===== config.mk =====
export PLATFORM = sky130hd
export DESIGN_NAME = sdp_pin_if
export DESIGN_NICKNAME = d
export VERILOG_FILES = /design/src/hw/sdp_pkg.sv /design/src/hw/sdp_fifo.sv /design/src/hw/sdp_bank.sv /design/src/hw/sdp_pin_if.sv
export VERILOG_INCLUDE_DIRS = /design/src /design/src/hw
export SDC_FILE = /design/constraint.sdc
export NUM_CORES = 1
export LEC_CHECK = 0
export BUFFER_PORTS_ARGS = -buffer_cell sky130_fd_sc_hd__buf_2
export CAP_MARGIN = 10
export CORE_MARGIN = 2
export CORE_UTILIZATION = 53
export CTS_CLUSTER_DIAMETER = 150
export DETAILED_ROUTE_END_ITERATION = 7
export PLACE_DENSITY = 0.71
export SYNTH_ARGS = -nofsm -noshare
export SYNTH_HDL_FRONTEND = slang
export SYNTH_SLANG_ARGS = --single-unit

===== constraint.sdc =====
create_clock -name clk -period 8.28 [get_ports clk]
set_input_delay 1.242 -clock clk [delete_from_list [all_inputs] [get_ports clk]]
set_output_delay 1.242 -clock clk [all_outputs]
set_load 0.02 [all_outputs]

===== src/hw/sdp_defines.svh =====
/*
 * Shared constants of the sdram pin interface: mode word fields, address
 * bit positions, reset values and widths. Assumes inclusion by bare name.
 */
`ifndef SDP_DEFINES_SVH
`define SDP_DEFINES_SVH

// ----------------------------------------------------------------------
// address and bank widths
// ----------------------------------------------------------------------
`define SDP_ADDR_W        11
`define SDP_BANK_W        2
`define SDP_NUM_BANKS     4
`define SDP_COL_W         8
`define SDP_DATA_W        32
`define SDP_LANES         4
`define SDP_PREFLAG_BIT   10

// ----------------------------------------------------------------------
// mode word fields and reset values
// ----------------------------------------------------------------------
`define SDP_BL_LSB        0
`define SDP_BL_MSB        2
`define SDP_BL_FULL       3'h7
`define SDP_MODE_RST      11'h000
`define SDP_PAGE_LAST     8'hff
`define SDP_FIFO_DEPTH    8

`endif


===== src/hw/sdp_pkg.sv =====
/*
 * Types of the sdram pin interface: command codes and power modes.
 * Assumes nothing of its surroundings.
 */
package sdp_pkg;

   // {row strobe, column strobe, write strobe}, all active low
   typedef enum logic [2:0] {
      SDP_CMD_LMR = 3'b000,
      SDP_CMD_REF = 3'b001,
      SDP_CMD_PRE = 3'b010,
      SDP_CMD_ACT = 3'b011,
      SDP_CMD_WR  = 3'b100,
      SDP_CMD_RD  = 3'b101,
      SDP_CMD_BST = 3'b110,
      SDP_CMD_NOP = 3'b111
   } sdp_cmd_t;

   typedef enum logic [2:0] {
      SDP_MD_RUN    = 3'b000,
      SDP_MD_PD_PRE = 3'b001,
      SDP_MD_SELF   = 3'b010,
      SDP_MD_PD_ACT = 3'b011,
      SDP_MD_SUSP   = 3'b100
   } sdp_mode_t;

endpackage


===== src/hw/sdp_fifo.sv =====
/*
 * Small flip-flop FIFO with valid/ready on both sides.
 * Assumes one clock and a synchronous active-high reset.
 */
`timescale 1ns/100ps
module sdp_fifo #(
   parameter int W = 8,
   parameter int D = 8
) (
   input  wire logic         clk,
   input  wire logic         srst,
   input  wire logic         in_valid,
   output logic              in_ready,
   input  wire logic [W-1:0] in_data,
   output logic              out_valid,
   input  wire logic         out_ready,
   output logic      [W-1:0] out_data
);
   localparam int AW = (D > 1) ? $clog2(D) : 1;

   logic [W-1:0]  mem [D];
   logic [AW-1:0] wr_ptr;
   logic [AW-1:0] rd_ptr;
   logic [AW:0]   count;
   logic          push;
   logic          pop;

   // ----------------------------------------------------------------------
   // flags
   // ----------------------------------------------------------------------
   assign in_ready  = (count != (AW+1)'(D));
   assign out_valid = (count != '0);
   assign out_data  = mem[rd_ptr];
   assign push      = in_valid && in_ready;
   assign pop       = out_valid && out_ready;

   // storage, written only on an accepted push
   always_ff @(posedge clk) begin
      if (push) begin
         mem[wr_ptr] <= in_data;
      end
   end

   // pointers wrap at depth, which need not be a power of two
   always_ff @(posedge clk) begin
      if (srst) begin
         wr_ptr <= '0;
         rd_ptr <= '0;
         count  <= '0;
      end else begin
         if (push) begin
            wr_ptr <= (wr_ptr == AW'(D - 1)) ? '0 : wr_ptr + AW'(1);
         end
         if (pop) begin
            rd_ptr <= (rd_ptr == AW'(D - 1)) ? '0 : rd_ptr + AW'(1);
         end
         count <= count + (AW+1)'(push) - (AW+1)'(pop);
      end
   end
endmodule


===== src/hw/sdp_bank.sv =====
/*
 * Open-row tracker of one bank: open flag and latched row.
 * Assumes activate and precharge strobes are one-cycle pulses.
 */
`timescale 1ns/100ps
module sdp_bank #(
   parameter int ROW_W = 11
) (
   input  wire logic             clk,
   input  wire logic             srst,
   input  wire logic             act,
   input  wire logic             pre,
   input  wire logic [ROW_W-1:0] row_in,
   output logic                  is_open,
   output logic      [ROW_W-1:0] row
);
   // activate wins over a same-cycle precharge of this bank
   always_ff @(posedge clk) begin
      if (srst) begin
         is_open <= 1'b0;
         row     <= '0;
      end else if (act) begin
         is_open <= 1'b1;
         row     <= row_in;
      end else if (pre) begin
         is_open <= 1'b0;
      end
   end
endmodule


===== src/hw/sdp_pin_if.sv =====
/*
 * Device-side pin command and data interface of a quad-bank 32-bit sdram:
 * pin synchronisers, clock-gate modes, command decode, bank row state,
 * burst sequencing, byte masks, write FIFO and read output registers.
 * Assumes a memory array behind arr_* with combinational read data and
 * a write port that may stall; pins arrive from outside the clock domain.
 */
// Function
// - every pin is captured only on the rising clock edge
// - burst column counter and output registers advance on clock edges
// - clock gate high means clock active, low means stopped; may stay high
// - gate low picks precharge power-down, self refresh, active power-down or suspend
// - gate sampled synchronously, but power-down and self refresh exit on it directly; here exit waits for the synchronised gate at a clock edge
// - input buffers including clock are disabled in power-down and self refresh
// - command decoder runs only with chip select low; otherwise commands ignored
// - command comes from row, column, write strobes and chip select together
// - write data on a lane with mask high is discarded
// - read lane goes high impedance two clocks after its mask is high; here four clocks after the mask pin, two after the synchronised mask
// - mask bit n governs data byte lane n, lowest byte first
// - two bank-select bits name the bank of activate, read, write, precharge
// - eleven-bit row at activate, eight-bit start column at read or write
// - precharge flag bit at read or write requests auto precharge at burst end
// - precharge flag bit high precharges all banks, low only the named bank
// - mode-register load takes its opcode from the address inputs
// - read and write data share one 32-bit two-way bus
// - burst lengths of one, two, four, eight or full page with terminate
`timescale 1ns/100ps
`include "sdp_defines.svh"
module sdp_pin_if
   import sdp_pkg::*;
#(
   parameter int FIFO_DEPTH = `SDP_FIFO_DEPTH
) (
   input  wire logic                       clk,
   input  wire logic                       srst,
   input  wire logic                       cke,
   input  wire logic                       cs_n,
   input  wire logic                       ras_n,
   input  wire logic                       cas_n,
   input  wire logic                       we_n,
   input  wire logic [`SDP_LANES-1:0]      dqm,
   input  wire logic [`SDP_BANK_W-1:0]     ba,
   input  wire logic [`SDP_ADDR_W-1:0]     addr,
   input  wire logic [`SDP_DATA_W-1:0]     dq_in,
   output logic      [`SDP_DATA_W-1:0]     dq_out,
   output logic      [`SDP_LANES-1:0]      dq_oe,
   output logic                            input_buf_en,
   output sdp_mode_t                       pwr_mode,
   output logic      [`SDP_ADDR_W-1:0]     mode_word,
   output logic                            wr_path_ready,
   output logic                            arr_rd_en,
   output logic      [`SDP_BANK_W-1:0]     arr_rd_bank,
   output logic      [`SDP_ADDR_W-1:0]     arr_rd_row,
   output logic      [`SDP_COL_W-1:0]      arr_rd_col,
   input  wire logic [`SDP_DATA_W-1:0]     arr_rd_data,
   output logic                            arr_wr_valid,
   input  wire logic                       arr_wr_ready,
   output logic      [`SDP_BANK_W-1:0]     arr_wr_bank,
   output logic      [`SDP_ADDR_W-1:0]     arr_wr_row,
   output logic      [`SDP_COL_W-1:0]      arr_wr_col,
   output logic      [`SDP_LANES-1:0]      arr_wr_be,
   output logic      [`SDP_DATA_W-1:0]     arr_wr_data
);
   localparam int PIN_W = 5 + `SDP_LANES + `SDP_BANK_W + `SDP_ADDR_W + `SDP_DATA_W;
   localparam int WF_W  = `SDP_BANK_W + `SDP_ADDR_W + `SDP_COL_W + `SDP_LANES
                          + `SDP_DATA_W;

   // ----------------------------------------------------------------------
   // pin synchronisers
   // ----------------------------------------------------------------------
   logic [PIN_W-1:0]          pin_s1;
   logic [PIN_W-1:0]          pin_s2;
   logic                      cke_s;
   logic                      cs_n_s;
   logic [2:0]                strb_s;
   logic [`SDP_LANES-1:0]     dqm_s;
   logic [`SDP_BANK_W-1:0]    ba_s;
   logic [`SDP_ADDR_W-1:0]    addr_s;
   logic [`SDP_DATA_W-1:0]    dq_s;

   // rising edge capture
   // two stages because the controller's pins are foreign to this clock
   always_ff @(posedge clk) begin
      pin_s1 <= {cke, cs_n, ras_n, cas_n, we_n, dqm, ba, addr, dq_in};
      pin_s2 <= pin_s1;
   end
   assign {cke_s, cs_n_s, strb_s, dqm_s, ba_s, addr_s, dq_s} = pin_s2;

   // ----------------------------------------------------------------------
   // power modes
   // ----------------------------------------------------------------------
   sdp_mode_t st;
   logic      cke_q;
   logic      clk_active;
   logic      any_open;
   logic      bst_act;
   logic      cmd_valid;
   sdp_cmd_t  cmd;

   // previous gate level decides whether this edge counts
   always_ff @(posedge clk) begin
      if (srst) begin
         cke_q <= 1'b0;
      end else begin
         cke_q <= cke_s;
      end
   end

   assign clk_active   = (st == SDP_MD_RUN) && cke_q;
   assign input_buf_en = (st != SDP_MD_PD_PRE) && (st != SDP_MD_PD_ACT)
                         && (st != SDP_MD_SELF);
   assign pwr_mode     = st;

   always_ff @(posedge clk) begin
      if (srst) begin
         st <= SDP_MD_RUN;
      end else begin
         unique case (st)
            SDP_MD_RUN: begin
               if (!cke_s) begin
                  if (bst_act) begin
                     st <= SDP_MD_SUSP;
                  end else if (any_open) begin
                     st <= SDP_MD_PD_ACT;
                  end else if (cmd_valid && cmd == SDP_CMD_REF) begin
                     st <= SDP_MD_SELF;
                  end else begin
                     st <= SDP_MD_PD_PRE;
                  end
               end
            end
            // sleep exit on gate level alone
            SDP_MD_PD_PRE, SDP_MD_PD_ACT, SDP_MD_SELF, SDP_MD_SUSP: begin
               if (cke_s) begin
                  st <= SDP_MD_RUN;
               end
            end
            default: st <= SDP_MD_RUN;
         endcase
      end
   end

   // ----------------------------------------------------------------------
   // command decode
   // ----------------------------------------------------------------------
   // strobes and select together
   assign cmd = sdp_cmd_t'(strb_s);
   assign cmd_valid = clk_active && !cs_n_s;

   // ----------------------------------------------------------------------
   // bank row state
   // ----------------------------------------------------------------------
   logic [`SDP_NUM_BANKS-1:0] bank_open;
   logic [`SDP_ADDR_W-1:0]    bank_row [`SDP_NUM_BANKS];
   logic [`SDP_NUM_BANKS-1:0] bank_act;
   logic [`SDP_NUM_BANKS-1:0] bank_pre;
   logic [`SDP_BANK_W-1:0]    cur_bank;
   logic                      bst_ap, single_ap;
   logic                      bst_end;
   logic                      pre_all;

   assign pre_all  = cmd_valid && cmd == SDP_CMD_PRE && addr_s[`SDP_PREFLAG_BIT];
   assign any_open = |bank_open;

   for (genvar b = 0; b < `SDP_NUM_BANKS; b++) begin : g_bank
      assign bank_act[b] = cmd_valid && cmd == SDP_CMD_ACT && ba_s == `SDP_BANK_W'(b);
      // all banks or the named one
      assign bank_pre[b] = pre_all
                           || (((cmd_valid && cmd == SDP_CMD_PRE) || single_ap)
                               && ba_s == `SDP_BANK_W'(b))
                           || (bst_end && bst_ap && cur_bank == `SDP_BANK_W'(b));
      sdp_bank #(
         .ROW_W (`SDP_ADDR_W)
      ) u_bank (
         .clk     (clk),
         .srst    (srst),
         .act     (bank_act[b]),
         .pre     (bank_pre[b]),
         .row_in  (addr_s),
         .is_open (bank_open[b]),
         .row     (bank_row[b])
      );
   end

   // ----------------------------------------------------------------------
   // mode word
   // ----------------------------------------------------------------------
   logic [7:0] len_m1;

   always_ff @(posedge clk) begin
      if (srst) begin
         mode_word <= `SDP_MODE_RST;
      end else if (cmd_valid && cmd == SDP_CMD_LMR && !any_open) begin
         mode_word <= addr_s;
      end
   end

   always_comb begin
      unique case (mode_word[`SDP_BL_MSB:`SDP_BL_LSB])
         3'h0:         len_m1 = 8'h00;
         3'h1:         len_m1 = 8'h01;
         3'h2:         len_m1 = 8'h03;
         3'h3:         len_m1 = 8'h07;
         `SDP_BL_FULL: len_m1 = `SDP_PAGE_LAST;
         default:      len_m1 = 8'h00;
      endcase
   end

   // ----------------------------------------------------------------------
   // burst sequencer
   // ----------------------------------------------------------------------
   logic                   start;
   logic                   acc_now;
   logic                   bst_wr;
   logic [7:0]             bst_left;
   logic [`SDP_COL_W-1:0]  cur_col;
   logic [`SDP_COL_W-1:0]  acc_col;
   logic [`SDP_BANK_W-1:0] acc_bank;
   logic                   acc_wr;
   logic                   term;
   logic [`SDP_COL_W-1:0]  next_col;

   // a closed bank ignores read and write
   assign start   = cmd_valid && (cmd == SDP_CMD_RD || cmd == SDP_CMD_WR)
                    && bank_open[ba_s];
   assign term    = cmd_valid && cmd == SDP_CMD_BST;
   assign acc_now = start || (bst_act && clk_active && !term);
   assign acc_col  = start ? addr_s[`SDP_COL_W-1:0] : cur_col;
   assign acc_bank = start ? ba_s : cur_bank;
   assign acc_wr   = start ? (cmd == SDP_CMD_WR) : bst_wr;
   assign bst_end  = bst_act && clk_active && !start && (term || bst_left == 8'h01);
   // column wraps inside the burst-aligned block
   assign next_col = (acc_col & ~len_m1) | ((acc_col + 8'h01) & len_m1);

   always_ff @(posedge clk) begin
      if (srst) begin
         bst_act  <= 1'b0;
         bst_wr   <= 1'b0;
         bst_ap   <= 1'b0;
         bst_left <= 8'h00;
         cur_col  <= '0;
         cur_bank <= '0;
      end else if (start) begin
         bst_act  <= (len_m1 != 8'h00);
         bst_wr   <= (cmd == SDP_CMD_WR);
         bst_ap   <= addr_s[`SDP_PREFLAG_BIT];
         bst_left <= len_m1;
         cur_col  <= next_col;
         cur_bank <= ba_s;
      end else if (bst_end) begin
         bst_act <= 1'b0;
      end else if (acc_now) begin
         bst_left <= bst_left - 8'h01;
         cur_col  <= next_col;
      end
   end

   // a one-location burst with auto precharge closes at once
   assign single_ap = start && len_m1 == 8'h00 && addr_s[`SDP_PREFLAG_BIT];

   // ----------------------------------------------------------------------
   // write path through the FIFO
   // ----------------------------------------------------------------------
   logic              wf_in_valid;
   logic [WF_W-1:0]   wf_in_data;
   logic [WF_W-1:0]   wf_out_data;

   assign wf_in_valid = acc_now && acc_wr;
   // mask bit n to byte lane n
   assign wf_in_data  = {acc_bank, bank_row[acc_bank], acc_col, ~dqm_s, dq_s};
   assign {arr_wr_bank, arr_wr_row, arr_wr_col, arr_wr_be, arr_wr_data} = wf_out_data;

   // pins cannot stall, so a full FIFO drops data; wr_path_ready shows it
   sdp_fifo #(
      .W (WF_W),
      .D (FIFO_DEPTH)
   ) u_wfifo (
      .clk       (clk),
      .srst      (srst),
      .in_valid  (wf_in_valid),
      .in_ready  (wr_path_ready),
      .in_data   (wf_in_data),
      .out_valid (arr_wr_valid),
      .out_ready (arr_wr_ready),
      .out_data  (wf_out_data)
   );

   // ----------------------------------------------------------------------
   // read path and output registers
   // ----------------------------------------------------------------------
   logic [`SDP_LANES-1:0] dqm_d1;

   // read address registered one edge after the access
   always_ff @(posedge clk) begin
      if (srst) begin
         arr_rd_en   <= 1'b0;
         arr_rd_bank <= '0;
         arr_rd_row  <= '0;
         arr_rd_col  <= '0;
      end else begin
         arr_rd_en   <= acc_now && !acc_wr;
         arr_rd_bank <= acc_bank;
         arr_rd_row  <= bank_row[acc_bank];
         arr_rd_col  <= acc_col;
      end
   end

   // one shared bus, lanes driven only during reads
   always_ff @(posedge clk) begin
      if (srst) begin
         dqm_d1 <= '0;
         dq_oe  <= '0;
         dq_out <= '0;
      end else begin
         dqm_d1 <= dqm_s;
         dq_oe  <= {`SDP_LANES{arr_rd_en}} & ~dqm_d1;
         if (arr_rd_en) begin
            dq_out <= arr_rd_data;
         end
      end
   end
endmodule


# Word level (Yosys, flattened, before mapping)
# Memories as Yosys holds them, arrays and structs flattened. A register that Yosys moved wholly into a read port is not among the register bits.
# Cells that the tools add are included.
dict set report op_classes {
  addsub 6
  magnitude_cmp 2
  n_reduce_logical 70
  n_bitwise 8
  eq_ne 30
  mux 37
}
# op count
set op_table {}
lappend op_table {{8-bit two-way mux} 7}
lappend op_table {{1-bit logical AND} 36}
lappend op_table {{8-bit one-hot mux with 4 select lines} 1}
lappend op_table {{11-bit binary-select mux with 2-bit select} 1}
lappend op_table {{11-bit two-way mux} 2}
lappend op_table {{3-bit equality test, second input constant} 7}
lappend op_table {{3-bit two-way mux} 7}
lappend op_table {{3-bit by 2-bit equality test with 1-bit output, second input constant} 6}
lappend op_table {{8-bit AND} 2}
lappend op_table {{1-bit two-way mux} 14}
lappend op_table {{1-bit logical OR} 12}
lappend op_table {{2-bit nonzero test} 6}
lappend op_table {{3-bit by 1-bit equality test with 1-bit output, second input constant} 3}
lappend op_table {{8-bit by 1-bit adder with 8-bit output, second input constant} 1}
lappend op_table {{2-bit equality test, second input constant} 4}
lappend op_table {{8-bit by 1-bit equality test with 1-bit output, second input constant} 1}
lappend op_table {{8-bit logical NOT} 1}
lappend op_table {{4-bit NOT} 2}
lappend op_table {{8-bit NOT} 1}
lappend op_table {{8-bit OR} 1}
lappend op_table {{8-bit nonzero test} 1}
lappend op_table {{4-bit OR reduction} 2}
lappend op_table {{8-bit by 1-bit subtractor with 8-bit output, second input constant} 1}
lappend op_table {{3-bit by 1-bit adder with 3-bit output, second input constant} 2}
lappend op_table {{other kinds (20)} 32}
dict set report word_totals {
  n_memories 1
  in_bits 89
  wordCells 182
  output_inout_bits 132
  mem_bits_rw 456
  regBits 262
}
# name depth width read_ports rd_clocked_by_memory_dff write_ports line_no
set mem_list {}
lappend mem_list {u_wfifo.mem 8 57 1 1 1 sdp_fifo.sv:21} ;# logic [W-1:0] mem [D];

# Longest topological paths before layout
dict set report logic_depth {
  word_depth 13
  depth_mapped 14
  mapped_depth_nobuf 12
}

# Modules after synthesis
# Synthesis repeated with hierarchy kept, for this count alone.
dict set report unflattened {
  hier_cells 1446
  hier_area_um2 25939.9
}
# module n_inst area_each_um2 seq_area_each_um2 cells_per_inst
set modules_own_cells {}
lappend modules_own_cells {sdp_fifo 1 17802.1 13953.4 735}
lappend modules_own_cells {sdp_pin_if 1 6446.2 4083.9 555}
lappend modules_own_cells {sdp_bank 4 422.9 240.2 39}

# Worst setup path before layout
# No wires, ideal clock.
dict set report synth_timing {
  kind {register -> register}
  startpoint {register st[2] (netlist: pwr_mode[2])}
  endpoint {memory u_wfifo.mem[0][0] in the netlist's numbering (enable)}
  path_buffers 2
  path_stages_with_launch 7
  required_time_ps 7647
  path_slack_ps 329
  arrival_ps 7318
  synth_period_minus_slack_ps 7951
  setup_time_ps 633
  path_cell_list {dfxtp_1 nor4b_1 buf_2 and3_1 buf_4 o2bb2a_4 nor4b_1}
}
dict set report synth_via {
  elab_chain_len 11
  word_cells_on_any_way 15
  cone_classes {mux: 3; reduce/logical: 12}
}
# item line_no
set synth_rtl {}
lappend synth_rtl {{start: declaration} sdp_pin_if.sv:92} ;# sdp_mode_t st;
lappend synth_rtl {{start signal: assignment} sdp_pin_if.sv:116} ;# st <= SDP_MD_RUN;
lappend synth_rtl {{start signal: assignment} sdp_pin_if.sv:122} ;# st <= SDP_MD_SUSP;
lappend synth_rtl {{start signal: assignment} sdp_pin_if.sv:124} ;# st <= SDP_MD_PD_ACT;
lappend synth_rtl {{3-bit logical NOT (*)} sdp_pin_if.sv:109} ;# assign clk_active = (st == SDP_MD_RUN) && cke_q;
lappend synth_rtl {{1-bit logical AND (*)} sdp_pin_if.sv:109}
lappend synth_rtl {{1-bit logical AND} sdp_pin_if.sv:148} ;# assign cmd_valid = clk_active && !cs_n_s;
lappend synth_rtl {{1-bit logical AND} sdp_pin_if.sv:226} ;# assign term = cmd_valid && cmd == SDP_CMD_BST;
lappend synth_rtl {{1-bit logical NOT} sdp_pin_if.sv:227} ;# assign acc_now = start || (bst_act && clk_active && !term);
lappend synth_rtl {{1-bit logical AND} sdp_pin_if.sv:227}
lappend synth_rtl {{1-bit logical OR} sdp_pin_if.sv:227}
lappend synth_rtl {{1-bit logical AND (*)} sdp_pin_if.sv:268} ;# assign wf_in_valid = acc_now && acc_wr;
lappend synth_rtl {{1-bit logical AND (*)} sdp_fifo.sv:34} ;# assign push = in_valid && in_ready;
lappend synth_rtl {{1-bit two-way mux (*)} sdp_fifo.sv:39} ;# if (push) begin
lappend synth_rtl {{1-bit two-way mux (not written as such) (*)} sdp_fifo.sv:40} ;# mem[wr_ptr] <= in_data;
lappend synth_rtl {{end: declaration} sdp_fifo.sv:21}
# Every way passes the cells marked *; elsewhere a longest branch is shown, timed or not.

==> reports/metrics.csv <==
stage,metric,value,unit
setup_path,cpLargestDelayFamily,flip-flops,
detailed_routing,postRouteAntennaNets,0,
setup_path,reg2reg_depth,5,
sta,finalCritPeriodShare,54.4,%
clocking,h-tree-depth,3,
setup_path,crit_cells,4,
synthesis,ys_ff_latch,721,
worst_hold_path,hp-start,pin_s1[4],
place,place_congestion,0.837,
detailed_routing,drt_iter0_markers,891,
setup_path,critPathMaxStageDelay,930,ps
final_layout,area_growth,16.5,%
place,placed_area,27700,um^2
sta,slew_headroom,19.2,%
final_layout,post-route-util,62.2,%
synthesis,yosysWarnings,0,
pwr,intPower,6.28,mW
final_layout,drive_above_1_share,31.1,%
global_route,grt_usage,20.3,%
sta,max_slew.worst_pin.slew,1190,ps
clocking,path_clk_slew,60,ps
clocking,post_cts_resized,0,
global_route,first_global_vias,13618,
synthesis,yosysMostFrequentCell,edfxtp_1,
place,portBuffers,220,
clocking,cts.sinks,721,
global_route,met1_usage,27.2,%
final_layout,num-nets-final,1822,
sta,rsz0062_at_grt,no,
synthesis,syn_inst,1485,
floorplanning,core,48600,um^2
setup_path,crit_chain,"buf_12, mux4_2, mux2_2, buf_2",
setup_path,cp-start-kind,flop,
pwr,p_leak,10.8,nW
sta,final.min_clock_period,4500,ps
synthesis,syn_nets,1588,
global_route,grt_max_degree,89,
setup_path,cpMaxStageDelayCell,dfxtp_4,
floorplanning,die_y,225,um
setup_path,rrSetupSlack,4340,ps
detailed_routing,drc,0,
synthesis,syn_area,26000,um^2
sta,final-hold-violation-count,0,
sta,skew,24.6,ps
pwr,seqPwrFrac,48.6,%
setup_path,r2r-end,u_wfifo.mem[3][53],
global_route,grt_overflow,0,
sta,setup_viol,0,
clocking,cts_buffer_depth,3,
setup_path,path_buf_inv,2,
setup_path,cp.required,7040,ps
detailed_routing,via_per_inst,5.56,
synthesis,netlist_top_cells_count,"edfxtp_1, dfxtp_1, nor2_1",
final_layout,fill_cells,3506,
clocking,tritoncts,yes,
detailed_routing,drt-pass1-iter-count,5,
floorplanning,initial_core_util,53.4,%
detailed_routing,vias,13358,
synthesis,synth.area.top_cells,"edfxtp_1, dfxtp_1, mux4_2",
synthesis,yosysUniqueCellTypes,58,
setup_path,path_max_fanout,72,
clocking,cts-buffers-inserted,73,
pwr,swShare,22.7,%
worst_hold_path,hold_end,pin_s2[4],
pwr,p_clk_share,41.2,%
synthesis,async_flop_share,0,%
setup_path,critPathArrivalTime,3260,ps
detailed_routing,drt_wl_total,51000,um
run_status,run_status,"complete, no violations",
setup_path,cp-end-kind,output pin,
clocking,postCtsSetupBuffers,0,
worst_hold_path,whs_path_depth,0,
pwr,p_per_area,269,nW/um^2
sta,fmax,222,MHz
synthesis,ys_seq_area_share,73.2,%
setup_path,worstSetupPathType,flop to output pin,
global_route,gr-usage-met3,4.63,%
detailed_routing,wire_per_inst,21.2,um
global_route,grt.met2_usage,33.7,%
sta,timing.setup.tns,0,ps
synthesis,synth_edf_count,456,
sta,slew_viol_final,0,
pwr,ir_worst_vdd,0.167,mV
synthesis,synth_top_cell_by_area,edfxtp_1,
place,place_hpwl,28000,um
clocking,clk_latency,610,ps
floorplanning,ioPinCount,221,
global_route,grt_pass1_wl,77700,um
run,max_cap_violations,0,
setup_path,reg2reg_from,pin_s2[43],
worst_hold_path,hold_path_class,flop to flop,
clocking,cts_hold_buf,0,
synthesis,avgSynthCellArea,17.5,um^2
synthesis,synthFlopType,edfxtp_1,
pwr,power.switching,1.84,mW
clocking,root_buffer,clkbuf_16,
final_layout,fin_area,30300,um^2
synthesis,synth_top_area_share,52.7,%
floorplanning,floorplan.die_area,50800,um^2
global_route,antenna_found_initial,4,
floorplanning,fp-row-count,81,
floorplanning,die_w,225,um
pwr,p_comb_share,10.2,%
global_route,grt_busiest_layer,met2,
## stage by stage
stage | worst slack, ps | hold slack (ps) | power [mW] | instances
6_report | 3780 | 325 | 8.12 | 2403
5_1_grt | 3540 | 329 | 8.42 | 2403
4_1_cts | 3670 | 327 | 8.22 | 2402
3_5_place_dp | 4330 | 312 | 4.87 | 2266
3_3_place_gp | 4350 | 310 | 4.86 | 2266
2_1_floorplan | 329 | 310 | 4.64 | 1485
## layout make-up
class / count / area [um^2] / share of cell area, %
diodes: 1 / 2.50 / 0.00827
clock buffers: 95 / 2030 / 6.72
clock inverters: 41 / 467 / 1.54
inverters: 31 / 116 / 0.385
multi-input cells: 653 / 6590 / 21.8
flip-flops and latches: 721 / 19000 / 62.8
well taps: 622 / 778 / 2.57
repair buffers: 239 / 1260 / 4.16
## how the worst max path moves through the flow
stage                   endpoint  slack, ps         from
6_report           arr_wr_row[1]       3780         flop
5_1_grt            arr_wr_col[6]       3540         flop
4_1_cts            arr_wr_col[3]       3670         flop
3_5_place_dp       arr_wr_col[3]       4330         flop
3_3_place_gp       arr_wr_col[6]       4350         flop
2_1_floorplan  u_wfifo.mem[0][0]        330  pwr_mode[2]
## power by group through the flow
stage / sequential, mW / combinational, mW / clock, mW
after floorplan: 3.94 / 0.697 / 0
after global placement: 4.03 / 0.830 / 0
after detailed placement: 4.03 / 0.841 / 0
after CTS: 3.96 / 0.846 / 3.42
after global routing: 3.97 / 0.898 / 3.56
final: 3.95 / 0.826 / 3.35
## sequential cells by signal, summed over array words and instances (netlist names), 4 cells and up, named ones only
name,cells
u_wfifo.mem,456
pin_s1,54
pin_s2,54
g_bank.u_bank.row,44
dq_out,32
arr_rd_row,11
mode_word,11
arr_rd_col,8
bst_left,8
cur_col,8
dq_oe,4
dqm_d1,4
g_bank.u_bank.is_open,4
u_wfifo.count,4
## layer usage
| metal | part of all wire, % | up-vias |
|---|---|---|
| li1 | - | 6151 |
| met1 | 44 | 6758 |
| met4 | 2.0 | 6 |
| met2 | 49 | 350 |
| met5 | 0.080 | - |
| met3 | 5.3 | 93 |
## layout by cell type, fill, tap and decap left out, types with 8 or more instances in the layout
cell type	netlist	final
a211oi_1	8	8
clkbuf_16	0	75
ha_1	13	13
edfxtp_1	456	456
inv_1	28	28
a21oi_1	26	26
buf_2	14	219
mux2_2	57	57
clkbuf_8	0	8
dfxtp_1	265	261
nand3_1	16	16
nand2_1	39	39
buf_4	2	19
clkbuf_1	56	12
o21ai_0	11	11
bufinv_16	0	8
nor2_1	126	124
clkinv_1	1	8
mux2i_1	123	122
mux4_2	115	115
xor2_1	14	14
o22ai_1	11	11
clkinv_2	0	12
nand4_1	14	14
## logic make-up (layout without fill, tap and decap cells)
logic type                 Yosys count  count (layout)  share of synthesized area (%)
xor gates and xnor gates            19              19                          0.641
DFF                                721             721                           73.2
adders and majority gates           15              15                          0.742
and+or+nand+nor                    241             241                           4.28
muxes                              296             296                           17.3
buffers and inverters              111             406                           1.76
AOI/OAI and AO/OA                   82              82                           2.13
other                                0               1                              0
No activity file was read; power rests on OpenSTA's default activity.
